<file path="config.mk">
export PLATFORM = sky130hd
export DESIGN_NAME = dadc_core
export DESIGN_NICKNAME = d
export VERILOG_FILES = /design/src/hw/dadc_pkg.sv /design/src/hw/dadc_core.sv /design/src/hw/dadc_sync.sv
export SDC_FILE = /design/constraint.sdc
export NUM_CORES = 1
export LEC_CHECK = 0
export BUFFER_PORTS_ARGS = -buffer_cell sky130_fd_sc_hd__buf_4
export CAP_MARGIN = 10
export CORE_MARGIN = 2
export CORE_UTILIZATION = 30
export CTS_CLUSTER_DIAMETER = 120
export DETAILED_ROUTE_END_ITERATION = 6
export PLACE_DENSITY_LB_ADDON = 0.15
export SLEW_MARGIN = 20
export SYNTH_ARGS = -nofsm -noshare
export SYNTH_HDL_FRONTEND = slang
export SYNTH_SLANG_ARGS = --single-unit
</file>
<file path="constraint.sdc">
create_clock -name ref_clk -period 1.91 [get_ports ref_clk]
set_input_delay 0.0955 -clock ref_clk [delete_from_list [all_inputs] [get_ports ref_clk]]
set_output_delay 0.0955 -clock ref_clk [all_outputs]
set_load 0.01 [all_outputs]
</file>
<file path="src/hw/dadc_pkg.sv">
// Purpose: shared constants for the dual converter readout and power control
// Assumes: one 10 MHz ref_clk; the readout clock and strobe arrive as pins
// Notes: result width is the converter's 14 bits plus sign
package dadc_pkg;

  localparam int unsigned RESULT_W = 15;
  localparam int unsigned BIT_CNT_W = 4;
  localparam int unsigned PULSE_CNT_W = 3;
  // strobe pulses counted with the readout clock idle
  localparam logic [2:0] PULSES_TO_NAP = 3'h2;
  localparam logic [2:0] PULSES_TO_SLEEP = 3'h4;
  localparam logic [2:0] PULSES_TO_WAKE = 3'h5;
  // reset values
  localparam logic [14:0] RESULT_RESET = 15'h0000;
  localparam logic [3:0] BIT_CNT_RESET = 4'h0;
  // interface select pin level for differential mode
  localparam logic IFACE_DIFF = 1'b1;

  // power states, one-hot
  typedef enum logic [2:0] {
    DADC_OPER = 3'h1,
    DADC_NAP = 3'h2,
    DADC_SLEEP = 3'h4
  } dadc_power_e;

endpackage : dadc_pkg

</file>
<file path="src/hw/dadc_core.sv">
// Purpose: dual converter result shifter, echo clock and nap/sleep control
// Assumes: readout clock and strobe sampled by ref_clk; conversion data arrive
//   as parallel words from the analog core on the same clock
// Notes: slow link clocks only; the echo follows the sampled readout clock

// Notes on behaviour
// - falling readout edge shifts next bit, msb first
// - echo clock matched in skew to data; here the echo leads the data by one ref_clk
// - complement echo tied high disables echo; here only in single-ended mode, differential mode ignores the tie
// - two strobes, clock idle, enter nap
// - nap begins at second strobe rising edge
// - readout rising edge leaves nap, else persists
// - nap exit needs no power-up wait
// - two more idle strobes move nap to sleep
// - single-ended mode: readout rising edge leaves sleep
// - differential mode: fifth strobe leaves sleep
// - fifth strobe wake also works single-ended
// - readout activity after wake blocks nap
// - idle strobes cycle oper, nap, sleep forever
// - select pin chooses single-ended or differential
// - single-ended: negative pins unused, pulled down
// - differential: drive both legs of outputs
// - strobe rise tracks, fall holds and converts
// - readout gives previous conversion result
module dadc_core #(
  parameter int unsigned RESULT_W = dadc_pkg::RESULT_W
) (
  input wire logic ref_clk,
  input wire logic rstn,
  input wire logic convert_strobe,
  input wire logic readout_clk_p,
  input wire logic readout_clk_n,
  input wire logic iface_select,
  input wire logic echo_clock_n_tied,
  input wire logic [RESULT_W-1:0] chan_one_result,
  input wire logic [RESULT_W-1:0] chan_two_result,
  input wire logic results_valid,
  output logic channel_one_serial_out_p,
  output logic channel_one_serial_out_n,
  output logic channel_two_serial_out_p,
  output logic channel_two_serial_out_n,
  output logic echo_clock_out_p,
  output logic echo_clock_out_n,
  output logic sample_track,
  output logic convert_start,
  output logic nap_active,
  output logic sleep_active
);

  logic cnv_level;
  logic cnv_rise;
  logic cnv_fall;
  logic sck_p_level;
  logic sck_p_rise;
  logic sck_p_fall;
  logic sck_n_level;
  logic iface_level;
  logic tie_level;
  logic diff_mode;
  logic sck_level;
  logic sck_rise;
  logic sck_fall;
  // lane 0 is channel one, lane 1 is channel two
  logic [RESULT_W-1:0] lane_result [2];
  logic [RESULT_W-1:0] lane_held [2];
  logic [RESULT_W-1:0] lane_shift [2];
  logic lane_serial [2];
  logic lane_data_p [2];
  logic lane_data_n [2];
  logic [dadc_pkg::PULSE_CNT_W-1:0] idle_pulses;
  logic [dadc_pkg::PULSE_CNT_W-1:0] next_idle_pulses;
  logic echo_enable;
  dadc_pkg::dadc_power_e power;
  dadc_pkg::dadc_power_e next_power;

  // pin to pad takes about four ref_clk edges: two sync flops, the edge
  // flop, then the output register; pin pulses under two periods can be
  // missed, so this path suits slow readout clocks only
  // pins from the host pass two flops before any logic
  dadc_sync u_sync_cnv (
    .ref_clk(ref_clk),
    .rstn(rstn),
    .d(convert_strobe),
    .level(cnv_level),
    .rise(cnv_rise),
    .fall(cnv_fall)
  );

  // readout clock, positive leg
  dadc_sync u_sync_sck_p (
    .ref_clk(ref_clk),
    .rstn(rstn),
    .d(readout_clk_p),
    .level(sck_p_level),
    .rise(sck_p_rise),
    .fall(sck_p_fall)
  );

  // negative leg: only its level matters, and only in differential mode
  dadc_sync u_sync_sck_n (
    .ref_clk(ref_clk),
    .rstn(rstn),
    .d(readout_clk_n),
    .level(sck_n_level),
    .rise(),
    .fall()
  );

  // mode pin is static in use but synchronised all the same
  dadc_sync u_sync_iface (
    .ref_clk(ref_clk),
    .rstn(rstn),
    .d(iface_select),
    .level(iface_level),
    .rise(),
    .fall()
  );

  // echo tie strap, read as a level
  dadc_sync u_sync_tie (
    .ref_clk(ref_clk),
    .rstn(rstn),
    .d(echo_clock_n_tied),
    .level(tie_level),
    .rise(),
    .fall()
  );

  // interface mode follows the select pin
  assign diff_mode = (iface_level == dadc_pkg::IFACE_DIFF);

  // in differential mode the clock is the pair's difference; single-ended
  // ignores the negative leg, which is pulled down off chip
  assign sck_level = diff_mode ? (sck_p_level & ~sck_n_level) : sck_p_level;
  assign sck_rise = diff_mode ? (sck_p_rise & ~sck_n_level) : sck_p_rise;
  assign sck_fall = diff_mode ? (sck_p_fall & sck_n_level) : sck_p_fall;

  // echo only runs in single-ended mode when the complement pin is free;
  // the tie check has no meaning once the pair is differential
  assign echo_enable = diff_mode | ~tie_level;

  // sampler tracks from strobe rise until strobe fall
  always_ff @(posedge ref_clk or negedge rstn) begin
    if (!rstn) begin
      sample_track <= 1'b0;
    end else if (cnv_rise) begin
      sample_track <= 1'b1;
    end else if (cnv_fall) begin
      sample_track <= 1'b0;
    end
  end

  // one-cycle start pulse as the sampler goes to hold
  always_ff @(posedge ref_clk or negedge rstn) begin
    if (!rstn) begin
      convert_start <= 1'b0;
    end else begin
      convert_start <= cnv_fall;
    end
  end

  // channel words enter the lanes by index
  assign lane_result[0] = chan_one_result;
  assign lane_result[1] = chan_two_result;

  // one lane per channel; both lanes use the same edges, so the words
  // leave in lockstep and the echo leads either of them by one ref_clk
  for (genvar ch = 0; ch < 2; ch++) begin : g_lane
    // the word handed over now waits for the next strobe fall, so
    // readout always returns the previous conversion
    always_ff @(posedge ref_clk or negedge rstn) begin
      if (!rstn) begin
        lane_held[ch] <= dadc_pkg::RESULT_RESET;
      end else if (results_valid) begin
        lane_held[ch] <= lane_result[ch];
      end
    end

    // load on strobe fall, shift on readout fall; a load wins over a
    // shift in the same cycle so a late edge cannot skip the msb
    always_ff @(posedge ref_clk or negedge rstn) begin
      if (!rstn) begin
        lane_shift[ch] <= dadc_pkg::RESULT_RESET;
      end else if (cnv_fall) begin
        lane_shift[ch] <= lane_held[ch];
      end else if (sck_fall) begin
        lane_shift[ch] <= {lane_shift[ch][RESULT_W-2:0], 1'b0};
      end
    end

    // bit on the line: msb right after the load, then one per falling
    // edge; edges past the end of the word shift in zeros
    always_ff @(posedge ref_clk or negedge rstn) begin
      if (!rstn) begin
        lane_serial[ch] <= 1'b0;
      end else if (cnv_fall) begin
        lane_serial[ch] <= lane_held[ch][RESULT_W-1];
      end else if (sck_fall) begin
        lane_serial[ch] <= lane_shift[ch][RESULT_W-2];
      end
    end

    // positive leg carries the bit in both modes
    always_ff @(posedge ref_clk or negedge rstn) begin
      if (!rstn) begin
        lane_data_p[ch] <= 1'b0;
      end else begin
        lane_data_p[ch] <= lane_serial[ch];
      end
    end

    // negative leg is the complement in differential mode and held low
    // single-ended, like the pull-down on an open pin
    always_ff @(posedge ref_clk or negedge rstn) begin
      if (!rstn) begin
        lane_data_n[ch] <= 1'b0;
      end else begin
        lane_data_n[ch] <= diff_mode & ~lane_serial[ch];
      end
    end
  end

  // data pads come straight from the lane flops
  assign channel_one_serial_out_p = lane_data_p[0];
  assign channel_one_serial_out_n = lane_data_n[0];
  assign channel_two_serial_out_p = lane_data_p[1];
  assign channel_two_serial_out_n = lane_data_n[1];

  // echo positive leg: one flop after the synchroniser, so it leads the data by one ref_clk
  always_ff @(posedge ref_clk or negedge rstn) begin
    if (!rstn) begin
      echo_clock_out_p <= 1'b0;
    end else begin
      echo_clock_out_p <= echo_enable & sck_level;
    end
  end

  // echo negative leg, low single-ended like the pull-down
  always_ff @(posedge ref_clk or negedge rstn) begin
    if (!rstn) begin
      echo_clock_out_n <= 1'b0;
    end else begin
      echo_clock_out_n <= diff_mode & ~sck_level;
    end
  end

  // idle strobe count: up on strobe rise, cleared on readout rise;
  // a readout rise in the same cycle wins so activity always blocks nap
  always_comb begin
    next_idle_pulses = idle_pulses;
    if (sck_rise) begin
      next_idle_pulses = '0;
    end else if (cnv_rise) begin
      if (idle_pulses == dadc_pkg::PULSES_TO_WAKE) begin
        next_idle_pulses = 3'h1;
      end else begin
        next_idle_pulses = idle_pulses + 3'h1;
      end
    end
  end

  // count register; wraps after the waking strobe
  always_ff @(posedge ref_clk or negedge rstn) begin
    if (!rstn) begin
      idle_pulses <= '0;
    end else begin
      idle_pulses <= next_idle_pulses;
    end
  end

  // power state follows the idle strobe count
  always_comb begin
    next_power = power;
    case (power)
      dadc_pkg::DADC_OPER: begin
        if (cnv_rise && !sck_rise && next_idle_pulses == dadc_pkg::PULSES_TO_NAP) begin
          next_power = dadc_pkg::DADC_NAP;
        end
      end
      dadc_pkg::DADC_NAP: begin
        if (sck_rise) begin
          next_power = dadc_pkg::DADC_OPER;
        end else if (cnv_rise && next_idle_pulses == dadc_pkg::PULSES_TO_SLEEP) begin
          next_power = dadc_pkg::DADC_SLEEP;
        end
      end
      dadc_pkg::DADC_SLEEP: begin
        if (sck_rise && !diff_mode) begin
          next_power = dadc_pkg::DADC_OPER;
        end else if (cnv_rise && next_idle_pulses == dadc_pkg::PULSES_TO_WAKE) begin
          next_power = dadc_pkg::DADC_OPER;
        end
      end
      default: begin
        next_power = dadc_pkg::DADC_OPER;
      end
    endcase
  end

  // the host's wake-up wait after sleep is not timed here
  always_ff @(posedge ref_clk or negedge rstn) begin
    if (!rstn) begin
      power <= dadc_pkg::DADC_OPER;
    end else begin
      power <= next_power;
    end
  end

  // status levels decode the next state, so they move with the state flop
  always_ff @(posedge ref_clk or negedge rstn) begin
    if (!rstn) begin
      nap_active <= 1'b0;
    end else begin
      nap_active <= (next_power == dadc_pkg::DADC_NAP);
    end
  end

  // sleep level, same timing as the nap level
  always_ff @(posedge ref_clk or negedge rstn) begin
    if (!rstn) begin
      sleep_active <= 1'b0;
    end else begin
      sleep_active <= (next_power == dadc_pkg::DADC_SLEEP);
    end
  end

endmodule : dadc_core

</file>
<file path="src/hw/dadc_sync.sv">
// Purpose: two-stage synchroniser plus edge detection for one pin
// Assumes: d comes from outside the ref_clk domain
// Notes: only the second stage and its delayed copy feed the edge logic
module dadc_sync (
  input wire logic ref_clk,
  input wire logic rstn,
  input wire logic d,
  output logic level,
  output logic rise,
  output logic fall
);

  logic stage1;
  logic stage2;
  logic stage3;

  // first stage is read by the second stage only
  always_ff @(posedge ref_clk or negedge rstn) begin
    if (!rstn) begin
      stage1 <= 1'b0;
      stage2 <= 1'b0;
      stage3 <= 1'b0;
    end else begin
      stage1 <= d;
      stage2 <= stage1;
      stage3 <= stage2;
    end
  end

  assign level = stage2;
  assign rise = stage2 & ~stage3;
  assign fall = ~stage2 & stage3;

endmodule : dadc_sync

</file>
# After elaboration in Yosys (flattened, before gate mapping)
# Index checks and enable logic that the tools add are counted.
# Widths: inputs -> output; s select.
word_totals:
  ff_bits: 88
  inputBits: 38
  output_inout_bits: 10
  elab_cells: 92
classes:
  add_sub_neg: 1
  n_eq_ne: 9
  n_mux: 22
  bitwise_logic: 21
  reduce_logical: 9
op_table:
  columns: ["operator", "count"]
  rows:
  - ["$mux 14", 4]
  - ["$mux 3", 8]
  - ["$eq 3x3->1 const B", 5]
  - ["$and 1x1->1", 11]
  - ["$eq 3x2->1 const B", 3]
  - ["$mux 1", 9]
  - ["$not 1->1", 9]
  - ["$pmux 3 s3", 1]
  - ["$logic_and 1x1->1", 5]
  - ["$reduce_bool 2->1", 2]
  - ["$add 3x1->3 const B", 1]
  - ["$eq 3x1->1 const B", 1]
  - ["$logic_not 1->1", 2]
  - ["$or 1x1->1", 1]

# Logic depth before layout (Yosys ltp)
# Gate-level depths: netlist of the first run.
logic_depth:
  word_depth: 11
  mapped_depth: 6
  ltp_nobuf: 6

# Cells and area by module
# From an unflattened synthesis of the first run, not the netlist that was laid out.
hier_totals:
  cells_unflattened: 310
  area_unflattened_um2: 3726.1
by_module_without_submodules:
  columns: ["mod", "instances", "cells_each", "area_each_um2", "seq_area_each_um2"]
  rows:
  - ["dadc_core", 1, 285, 3275.6, 1903.1]
  - ["dadc_sync", 5, 5, 90.1, 75.1]

# Least setup slack after synthesis of the first run
# OpenSTA, ideal clock, no wires.
synth_path:
  path_kind: "register to register"
  start: "reg u_sync_cnv.stage3"
  end: "reg power[2]"
  setup_ns: 0.077
  arrival_ns: 1.501
  t_required_ns: 1.833
  slack_ns: 0.331
  path_stages_with_launch: 7
  path_buffers: 0
  synth_period_minus_slack_ns: 1.579
  cell_sequence: "dfrtp_1 -> inv_1 -> ha_1 -> and3b_2 -> nand2_2 -> or4b_1 -> a21oi_1"
synth_between:
  elab_chain_len: 9
  elab_cells_between_ends: 17
  cone_classes: "eq/ne (3); mux (8); bitwise (2); reduce/logical (4)"
synth_lines:
  columns: ["element", "line_no", "rtl"]
  rows:
  - ["from (decl)", "dadc_sync.sv:15", "logic stage3;"]
  - ["from (signal assigned)", "dadc_sync.sv:26", "stage3 <= stage2;"]
  - ["$not 1->1 *", "dadc_sync.sv:31", "assign rise = stage2 & ~stage3;"]
  - ["$and 1x1->1 *", "dadc_sync.sv:31", null]
  - ["named net cnv_rise", "dadc_core.sv:51", "logic cnv_rise;"]
  - ["$mux 3", "dadc_core.sv:253", "end else if (cnv_rise) begin"]
  - ["$mux 3", "dadc_core.sv:251", "if (sck_rise) begin"]
  - ["$eq 3x3->1 (on tied branches)", "dadc_core.sv:290, dadc_core.sv:283", null]
  - ["$logic_and 1x1->1 (on tied branches)", "dadc_core.sv:290, dadc_core.sv:283", null]
  - ["$mux 3 (on tied branches)", "dadc_core.sv:290, dadc_core.sv:283", null]
  - ["$mux 3 (on tied branches)", "dadc_core.sv:288, dadc_core.sv:281", null]
  - ["$pmux 3 s3 *", "dadc_core.sv:274", "case (power)"]
  - ["named net next_power[2]", "dadc_core.sv:74", "dadc_pkg::dadc_power_e next_power;"]
  - ["to (signal assigned)", "dadc_core.sv:303", "power <= dadc_pkg::DADC_OPER;"]
  - ["to (signal assigned)", "dadc_core.sv:305", "power <= next_power;"]
  - ["to (decl)", "dadc_core.sv:73", "dadc_pkg::dadc_power_e power;"]
# Mark *: on every way through the listed nets, which the timed path passes. The rest lies on a longest branch.
# A chain may end at the register's enable or synchronous reset.

# Final worst setup path of the first run
layout_path:
  start: "reg u_sync_cnv.stage3"
  end: "reg sleep_active"
layout_between:
  elab_chain_len: 10
  elab_cells_between_ends: 18
  cone_classes: "eq/ne (4); mux (8); bitwise (2); reduce/logical (4)"
layout_lines:
  columns: ["element", "line_no", "rtl"]
  rows:
  - ["$not 1->1 *", "dadc_sync.sv:31", null]
  - ["$and 1x1->1 *", "dadc_sync.sv:31", null]
  - ["named net cnv_rise", "dadc_core.sv:51", null]
  - ["$mux 3", "dadc_core.sv:253", null]
  - ["$mux 3", "dadc_core.sv:251", null]
  - ["$eq 3x3->1 (on tied branches)", "dadc_core.sv:290, dadc_core.sv:283", null]
  - ["$logic_and 1x1->1 (on tied branches)", "dadc_core.sv:290, dadc_core.sv:283", null]
  - ["$mux 3 (on tied branches)", "dadc_core.sv:290, dadc_core.sv:283", null]
  - ["$mux 3 (on tied branches)", "dadc_core.sv:288, dadc_core.sv:281", null]
  - ["$pmux 3 s3 *", "dadc_core.sv:274", null]
  - ["$eq 3x3->1 *", "dadc_core.sv:323", "sleep_active <= (next_power == dadc_pkg::DADC_SLEEP);"]
  - ["to (signal assigned)", "dadc_core.sv:323", null]
  - ["to (decl)", "dadc_core.sv:47", "output logic sleep_active"]
# Marks and branches as above.

==> qor.yml, run 1 <==
die_x_um: 111
clock_skew_ns: 0.00843
synthArstFlopShare_pct: 100
cts_buffers: 9
clock_sinks: 88
switching_share_pct: 23.7
synth_edf_count: 0
dieArea_um2: 12300
die_h_um: 111
postCtsResizedCells: 0
drt_iter0_markers: 83
fin_cells: 492
hold_path.class: "primary input to flop"
place_hpwl_um: 3650
p_int_mw: 3.45
grt_busiest_layer: "met2"
peakVddDrop_mv: 0.379
slowest_stage: "or4b_1"
seq_power_share_pct: 49.2
drc_errors: 0
clockBufferDepth: 2
area_delta_synth_final_pct: 35.0
synth_area_um2: 3420
yosysWarnings: 0
required_ns: 2.17
avgRoutedWirePerCell_um: 12.5
crit_family: "simple AND/OR/NAND/NOR gates"
setup_viol: 0
critPathBufInv: 1
antenna_cells: 0
nets: 384
std_cell_rows: 39
ys_seq_elements: 88
status: "finished clean"
coreArea_um2: 11300
crit_type: "flop to flop"
numPlacedInstances: 441
p_comb_share_pct: 11.6
drive_gt1_share_pct: 29.8
use_met3_pct: 3.23
viasPerCell: 4.34
antenna_found_initial: 0
rsz0062_at_grt: "no"
cts_tree: "yes"
gp_congestion: 0.677
clk_pin_slew_ns: 0.06
grt_use_total_pct: 11.3
hold_violations: 0
tightest_slew_ns: 0.417
io_pins: 48
p_clk_share_pct: 39.2
drt_pre_antenna_iters: 3
routed_wl_um: 6170
crit_chain: "inv_1 -> ha_1 -> and3b_2 -> nand2_2 -> or4b_1 -> a21oi_1"
syn-num-nets: 301
max_freq_ghz: 0.585
power_density_nw_per_um2: 980
ys_top_cells_by_count: "dfrtp_1, nand2_1, mux2_2, mux2i_1, o21ai_0"
ys.flop_type: "dfrtp_1"
synth-adder-area-share_pct: 0.731
drv_slew: 0
synth_most_common_cell: "dfrtp_1"
drtAntennaViolNets: 0
grt_pass1_wl_um: 11100
fin_crit_sh_pct: 89.5
critPathLaunchType: "flop"
clock_latency_ns: 0.34
initial_core_util_pct: 30.4
syn_avg_cell_area_um2: 13.1
syn_inst: 261
synth-compound-area-share_pct: 6.91
cap_violations: 0
synth_top_family_by_area: "multiplexers"
fin_crit_ns: 1.71
grt_use_met2_pct: 17.6
fill_cells: 1048
slew_headroom_pct: 72.2
ctsHtreeMaxLevel: 3
critical_path_arrival_ns: 1.97
synthSimpleGateAreaFrac_pct: 7.24
yosysTopAreaCell: "dfrtp_1"
yosysUniqueCellTypes: 29
vias: 2134
grtUsageMet1_pct: 14.4
p_sw_mw: 1.07
overflow: 0
yosys-top-cells-area: "dfrtp_1, mux2_2, mux2i_1"
end_kind: "flop"
grt_pass1_vias: 2255
cts_setup_buffers: 0
ys_seq_area_share_pct: 64.4
grt_max_degree: 67
cts-root-buf: "clkbuf_16"
cpPeakStageDelay_ns: 0.49
synth_mux_area_share_pct: 18.4
p_leak_nw: 2.01
portBuffers: 47
fin_tns_setup_ns: 0
crit_fanout: 6
yosys.area_share.xor_xnor_pct: 0
synth_top_area_share_pct: 63.6
[cell usage in the layout, fill, tap and decap left out]
master,count
nand2_1,32
and4bb_2,1
buf_4,47
mux2i_1,28
o221ai_1,1
inv_6,1
o21ai_0,26
dfstp_2,1
nor2_1,4
clkbuf_16,9
and3b_2,1
inv_1,5
a21oi_2,1
a21boi_0,1
dlygate4sd3_1,35
mux2_2,31
nor3_1,3
o21ai_1,5
clkinv_2,1
ha_1,1
dfrtp_1,87
o32a_1,1
nand2_2,1
a311oi_1,1
bufinv_16,1
clkinv_4,1
nand2b_1,3
and2b_1,1
nand3b_1,1
or4b_1,1
buf_12,3
ha_2,1
a211oi_4,1
a21oi_1,5
nor2b_1,4
clkinvlp_4,2
clkbuf_8,1
[logic make-up (layout without fill, tap and decap cells)]
kind of cell / after synthesis / in the layout
adder cells (fa/ha/maj): 2 / 2
buffers and inverters: 18 / 106
multiplexers: 59 / 59
AND/OR/NAND/NOR: 52 / 52
flip-flops: 88 / 88
AO/OA/AOI/OAI: 42 / 42
[layout make-up]
class	instances	area [µm²]	area share, %
repair buffers	85	763	16.5
flip-flops and latches	88	2200	47.7
clock inverters	6	67.6	1.46
multi-input cells	155	1150	24.9
clock buffers	10	239	5.17
well taps	143	179	3.87
inverters	5	18.8	0.406
[stage by stage]
stage,utilization [%],instance area (µm²),setup WS (ns),hold slack (ns),total power [mW]
after detailed placement,35.2,3960,0.204,0.0248,2.75
after CTS,41.0,4620,0.198,0.00269,4.61
final,41.0,4620,0.201,0.0180,4.53
after global routing,41.0,4620,0.0445,0.00543,4.79
after floorplan,-,3420,0.331,-0.200,2.52
after global placement,35.2,3960,0.268,0.0189,2.73
[sequential cells by signal (all words and copies together), names as in the netlist, 2 cells and up]
register / count
lane_serial: 2
power: 3
lane_held: 30
lane_shift: 28
idle_pulses: 3
[per-layer routing]
layer  routed length [µm]  vias up  part of all wire (%)
li1                     -     1072                     -
met1                 3030     1018                    49
met2                 2760       34                    45
met3                  253       10                   4.1
met4                  127        0                   2.1
met5                    0        -                     0
[path summary, 6_finish.rpt]
kind / from / to / slack (ns) / cells past startpoint
setup reg to reg: u_sync_cnv.stage3 / sleep_active / 0.20 / 6
max in group asynchronous: rstn / power[0] / 1.03 / 3
hold / removal: chan_two_result[9] / lane_held[9] / 0.02 / 2
setup / recovery: u_sync_cnv.stage3 / sleep_active / 0.20 / 6
min in group asynchronous: rstn / lane_held[7] / 0.20 / 2
hold reg to reg: u_sync_sck_n.stage1 / u_sync_sck_n.level / 0.35 / 0
[power groups by stage]
stage	Sequential [mW]	Combinational (mW)	Clock, mW
after floorplan	2.23	0.285	0
after global placement	2.26	0.469	0
after detailed placement	2.27	0.479	0
after CTS	2.23	0.538	1.84
after global routing	2.26	0.595	1.93
final	2.23	0.523	1.78
[what timing repair did]
item                                   in CTS  in global routing
endpoints found under the hold margin      56                  0
setup endpoints to repair                   0                  0
hold buffers                               35                  0
No activity file was read; power rests on OpenSTA's default activity.
==> inputs of run 2 (changes only) <==
SYNTH_HIERARCHICAL = 1   (was not set)
clock period = 1.6 ns   (was 1.91 ns; I/O delays follow)
==> run 2 against run 1 <==
  * Clock skew up 0.0020 ns
  * Sequential share of layout area down 1.8 points
  * Highest routed layer unchanged
  * Via count up 20%
  * Worst hold slack better by 0.23 ns
  * Core utilization down 0.53 points
  * Largest power group unchanged
  * Critical path depth down 2
  * Non-clock buffer count up 7
  * Critical endpoint is now power[2]
  * First-iteration DRC count up 27%
==> qor.yml, run 2 <==
overflow: 0  # unchanged
largest_register_ffs: 30  # unchanged
place_hpwl_um: 4460  # was 3650 µm
crit_fanout: 3  # was 6
slowest_stage: "nor4_1"  # was or4b_1
r2r_cells: 4  # was 6
drt_iter0_markers: 105  # was 83
dieArea_um2: 12900  # was 12300 µm²
fin_cells: 535  # was 492
yosysWarnings: 6  # was 0
crit_type: "flop to flop"  # unchanged
final_cell_mix: "dfrtp_1, buf_4, dlygate4sd3_1"  # unchanged
io_pins: 48  # unchanged
drt_pre_antenna_iters: 4  # was 3
setup_viol: 0  # unchanged
critical_path_arrival_ns: 1.65  # was 1.97 ns
nets: 421  # was 384
drive_gt1_share_pct: 26.8  # was 29.8%
antenna_cells: 0  # unchanged
peakVddDrop_mv: 0.550  # was 0.379 mV
p_clk_share_pct: 37.1  # was 39.2%
drtAntennaViolNets: 0  # unchanged
end_kind: "flop"  # unchanged
portBuffers: 47  # unchanged
viasPerCell: 4.77  # was 4.34
cts_buffers: 9  # unchanged
routed_wl_um: 7420  # was 6170 µm
hold_violations: 0  # unchanged
antenna_found_initial: 0  # unchanged
p_comb_share_pct: 13.2  # was 11.6%
cap_violations: 0  # unchanged
reg_top3: "lane_held (30), lane_shift (28)"  # unchanged
p_sw_mw: 1.28  # was 1.07 mW
vias: 2554  # was 2134
p_leak_nw: 2.03  # was 2.01 nW
cts-root-buf: "clkbuf_16"  # unchanged
initial_core_util_pct: 30.4  # about the same
die_x_um: 114  # was 111 µm
gp_congestion: 0.696  # was 0.677
drv_slew: 0  # unchanged
die_h_um: 114  # was 111 µm
std_cell_rows: 40  # was 39
fin_tns_setup_ns: 0  # unchanged
power_density_nw_per_um2: 1110  # was 980 nW/µm²
seq_power_share_pct: 49.7  # was 49.2%
status: "finished clean"  # unchanged
cts_hold_buf: 36  # was 35
switching_share_pct: 24.1  # was 23.7%
final_common_cell: "dfrtp_1"  # unchanged
avgRoutedWirePerCell_um: 13.9  # was 12.5 µm
synth_area_um2: 3610  # was 3420 µm²
max_freq_ghz: 0.728  # was 0.585 GHz
numPlacedInstances: 483  # was 441
clock_skew_ns: 0.0104  # was 0.00843 ns
fin_crit_sh_pct: 85.9  # was 89.5%
critPathLaunchType: "flop"  # unchanged
crit_chain: "nor2b_1 -> nand4b_1 -> nor4_1 -> a31o_1"  # was inv_1 -> ha_1 -> and3b_2 -> nand2_2 -> or4b_1 -> a21oi_1
clock_latency_ns: 0.34  # about the same
grt_max_degree: 59  # was 67
coreArea_um2: 11900  # was 11300 µm²
postCtsResizedCells: 0  # unchanged
required_ns: 1.88  # was 2.17 ns
grt_pass1_wl_um: 12600  # was 11100 µm
cts_setup_buffers: 0  # unchanged
syn-num-nets: 339  # was 301
p_int_mw: 4.02  # was 3.45 mW
ctsHtreeMaxLevel: 3  # unchanged
clockBufferDepth: 2  # unchanged
cts_tree: "yes"  # unchanged
drc_errors: 0  # unchanged
fin_crit_ns: 1.37  # was 1.71 ns
top_register: "lane_held"  # unchanged
clk_pin_slew_ns: 0.06  # about the same
syn_avg_cell_area_um2: 12.0  # was 13.1 µm²
cpPeakStageDelay_ns: 0.38  # was 0.49 ns
syn_inst: 301  # was 261
grt_pass1_vias: 2530  # was 2255
slew_headroom_pct: 69.2  # was 72.2%
grt_use_total_pct: 12.5  # was 11.3%
tightest_slew_ns: 0.462  # was 0.417 ns
hold_path.class: "primary input to async pin"  # was primary input to flop
area_delta_synth_final_pct: 33.1  # was 35.0%
rsz0062_at_grt: "no"  # unchanged
clock_sinks: 88  # unchanged
==> run 2: worst max-delay path, delay by kind of cell, from the launching register on <==
| family | cells | cell delay, ns |
|---|---|---|
| and+or+nand+nor | 3 | 0.80 |
| DFF | 1 | 0.35 |
| AOI/OAI and AO/OA | 1 | 0.15 |
==> run 2: power groups by stage <==
stage	Sequential, mW	Clock (mW)	Combinational (mW)
after floorplan	2.65	0	0.392
after global placement	2.68	0	0.628
after detailed placement	2.68	0	0.643
after CTS	2.64	2.03	0.715
after global routing	2.68	2.13	0.795
final	2.64	1.97	0.700
==> run 2: worst paths after layout <==
path	from	endpoint	slack, ns
setup / recovery	u_sync_cnv/level	power[2]	0.23
hold / removal	rstn	u_sync_sck_n/level	0.24
setup reg to reg	u_sync_cnv/level	power[2]	0.23
hold reg to reg	u_sync_sck_n/stage1	u_sync_sck_n/level	0.35
max in group asynchronous	rstn	lane_shift[2]	0.83
min in group ref_clk	results_valid	lane_held[19]	0.29
==> run 2: per-layer routing <==
layer / track usage (%) / share of wire, % / vias up
li1: - / - / 1233
met1: 16.9 / 49 / 1267
met2: 18.8 / 45 / 46
met3: 4.57 / 4.4 / 8
met4: 3.90 / 1.5 / 0
met5: 0 / 0 / -
==> run 2: layout make-up <==
type | instances | area (µm²)
clock buffers | 14 | 264
clock inverters | 2 | 13.8
fillers | 1150 | 7060
inverters | 5 | 18.8
multi-input cells | 187 | 1260
flip-flops and latches | 88 | 2200
well taps | 147 | 184
repair buffers | 92 | 856
==> run 2: per-stage QoR <==
stage	total power [mW]	util, %	cell area (µm²)	hold slack [ns]	worst slack, ns
floorplan	3.04	-	3610	-0.216	0.264
global placement	3.31	35.1	4160	0.0685	0.275
detailed placement	3.32	35.1	4160	0.0706	0.254
CTS	5.38	40.5	4800	0.261	0.245
global route	5.60	40.5	4800	0.276	0.111
finish	5.31	40.5	4800	0.243	0.226
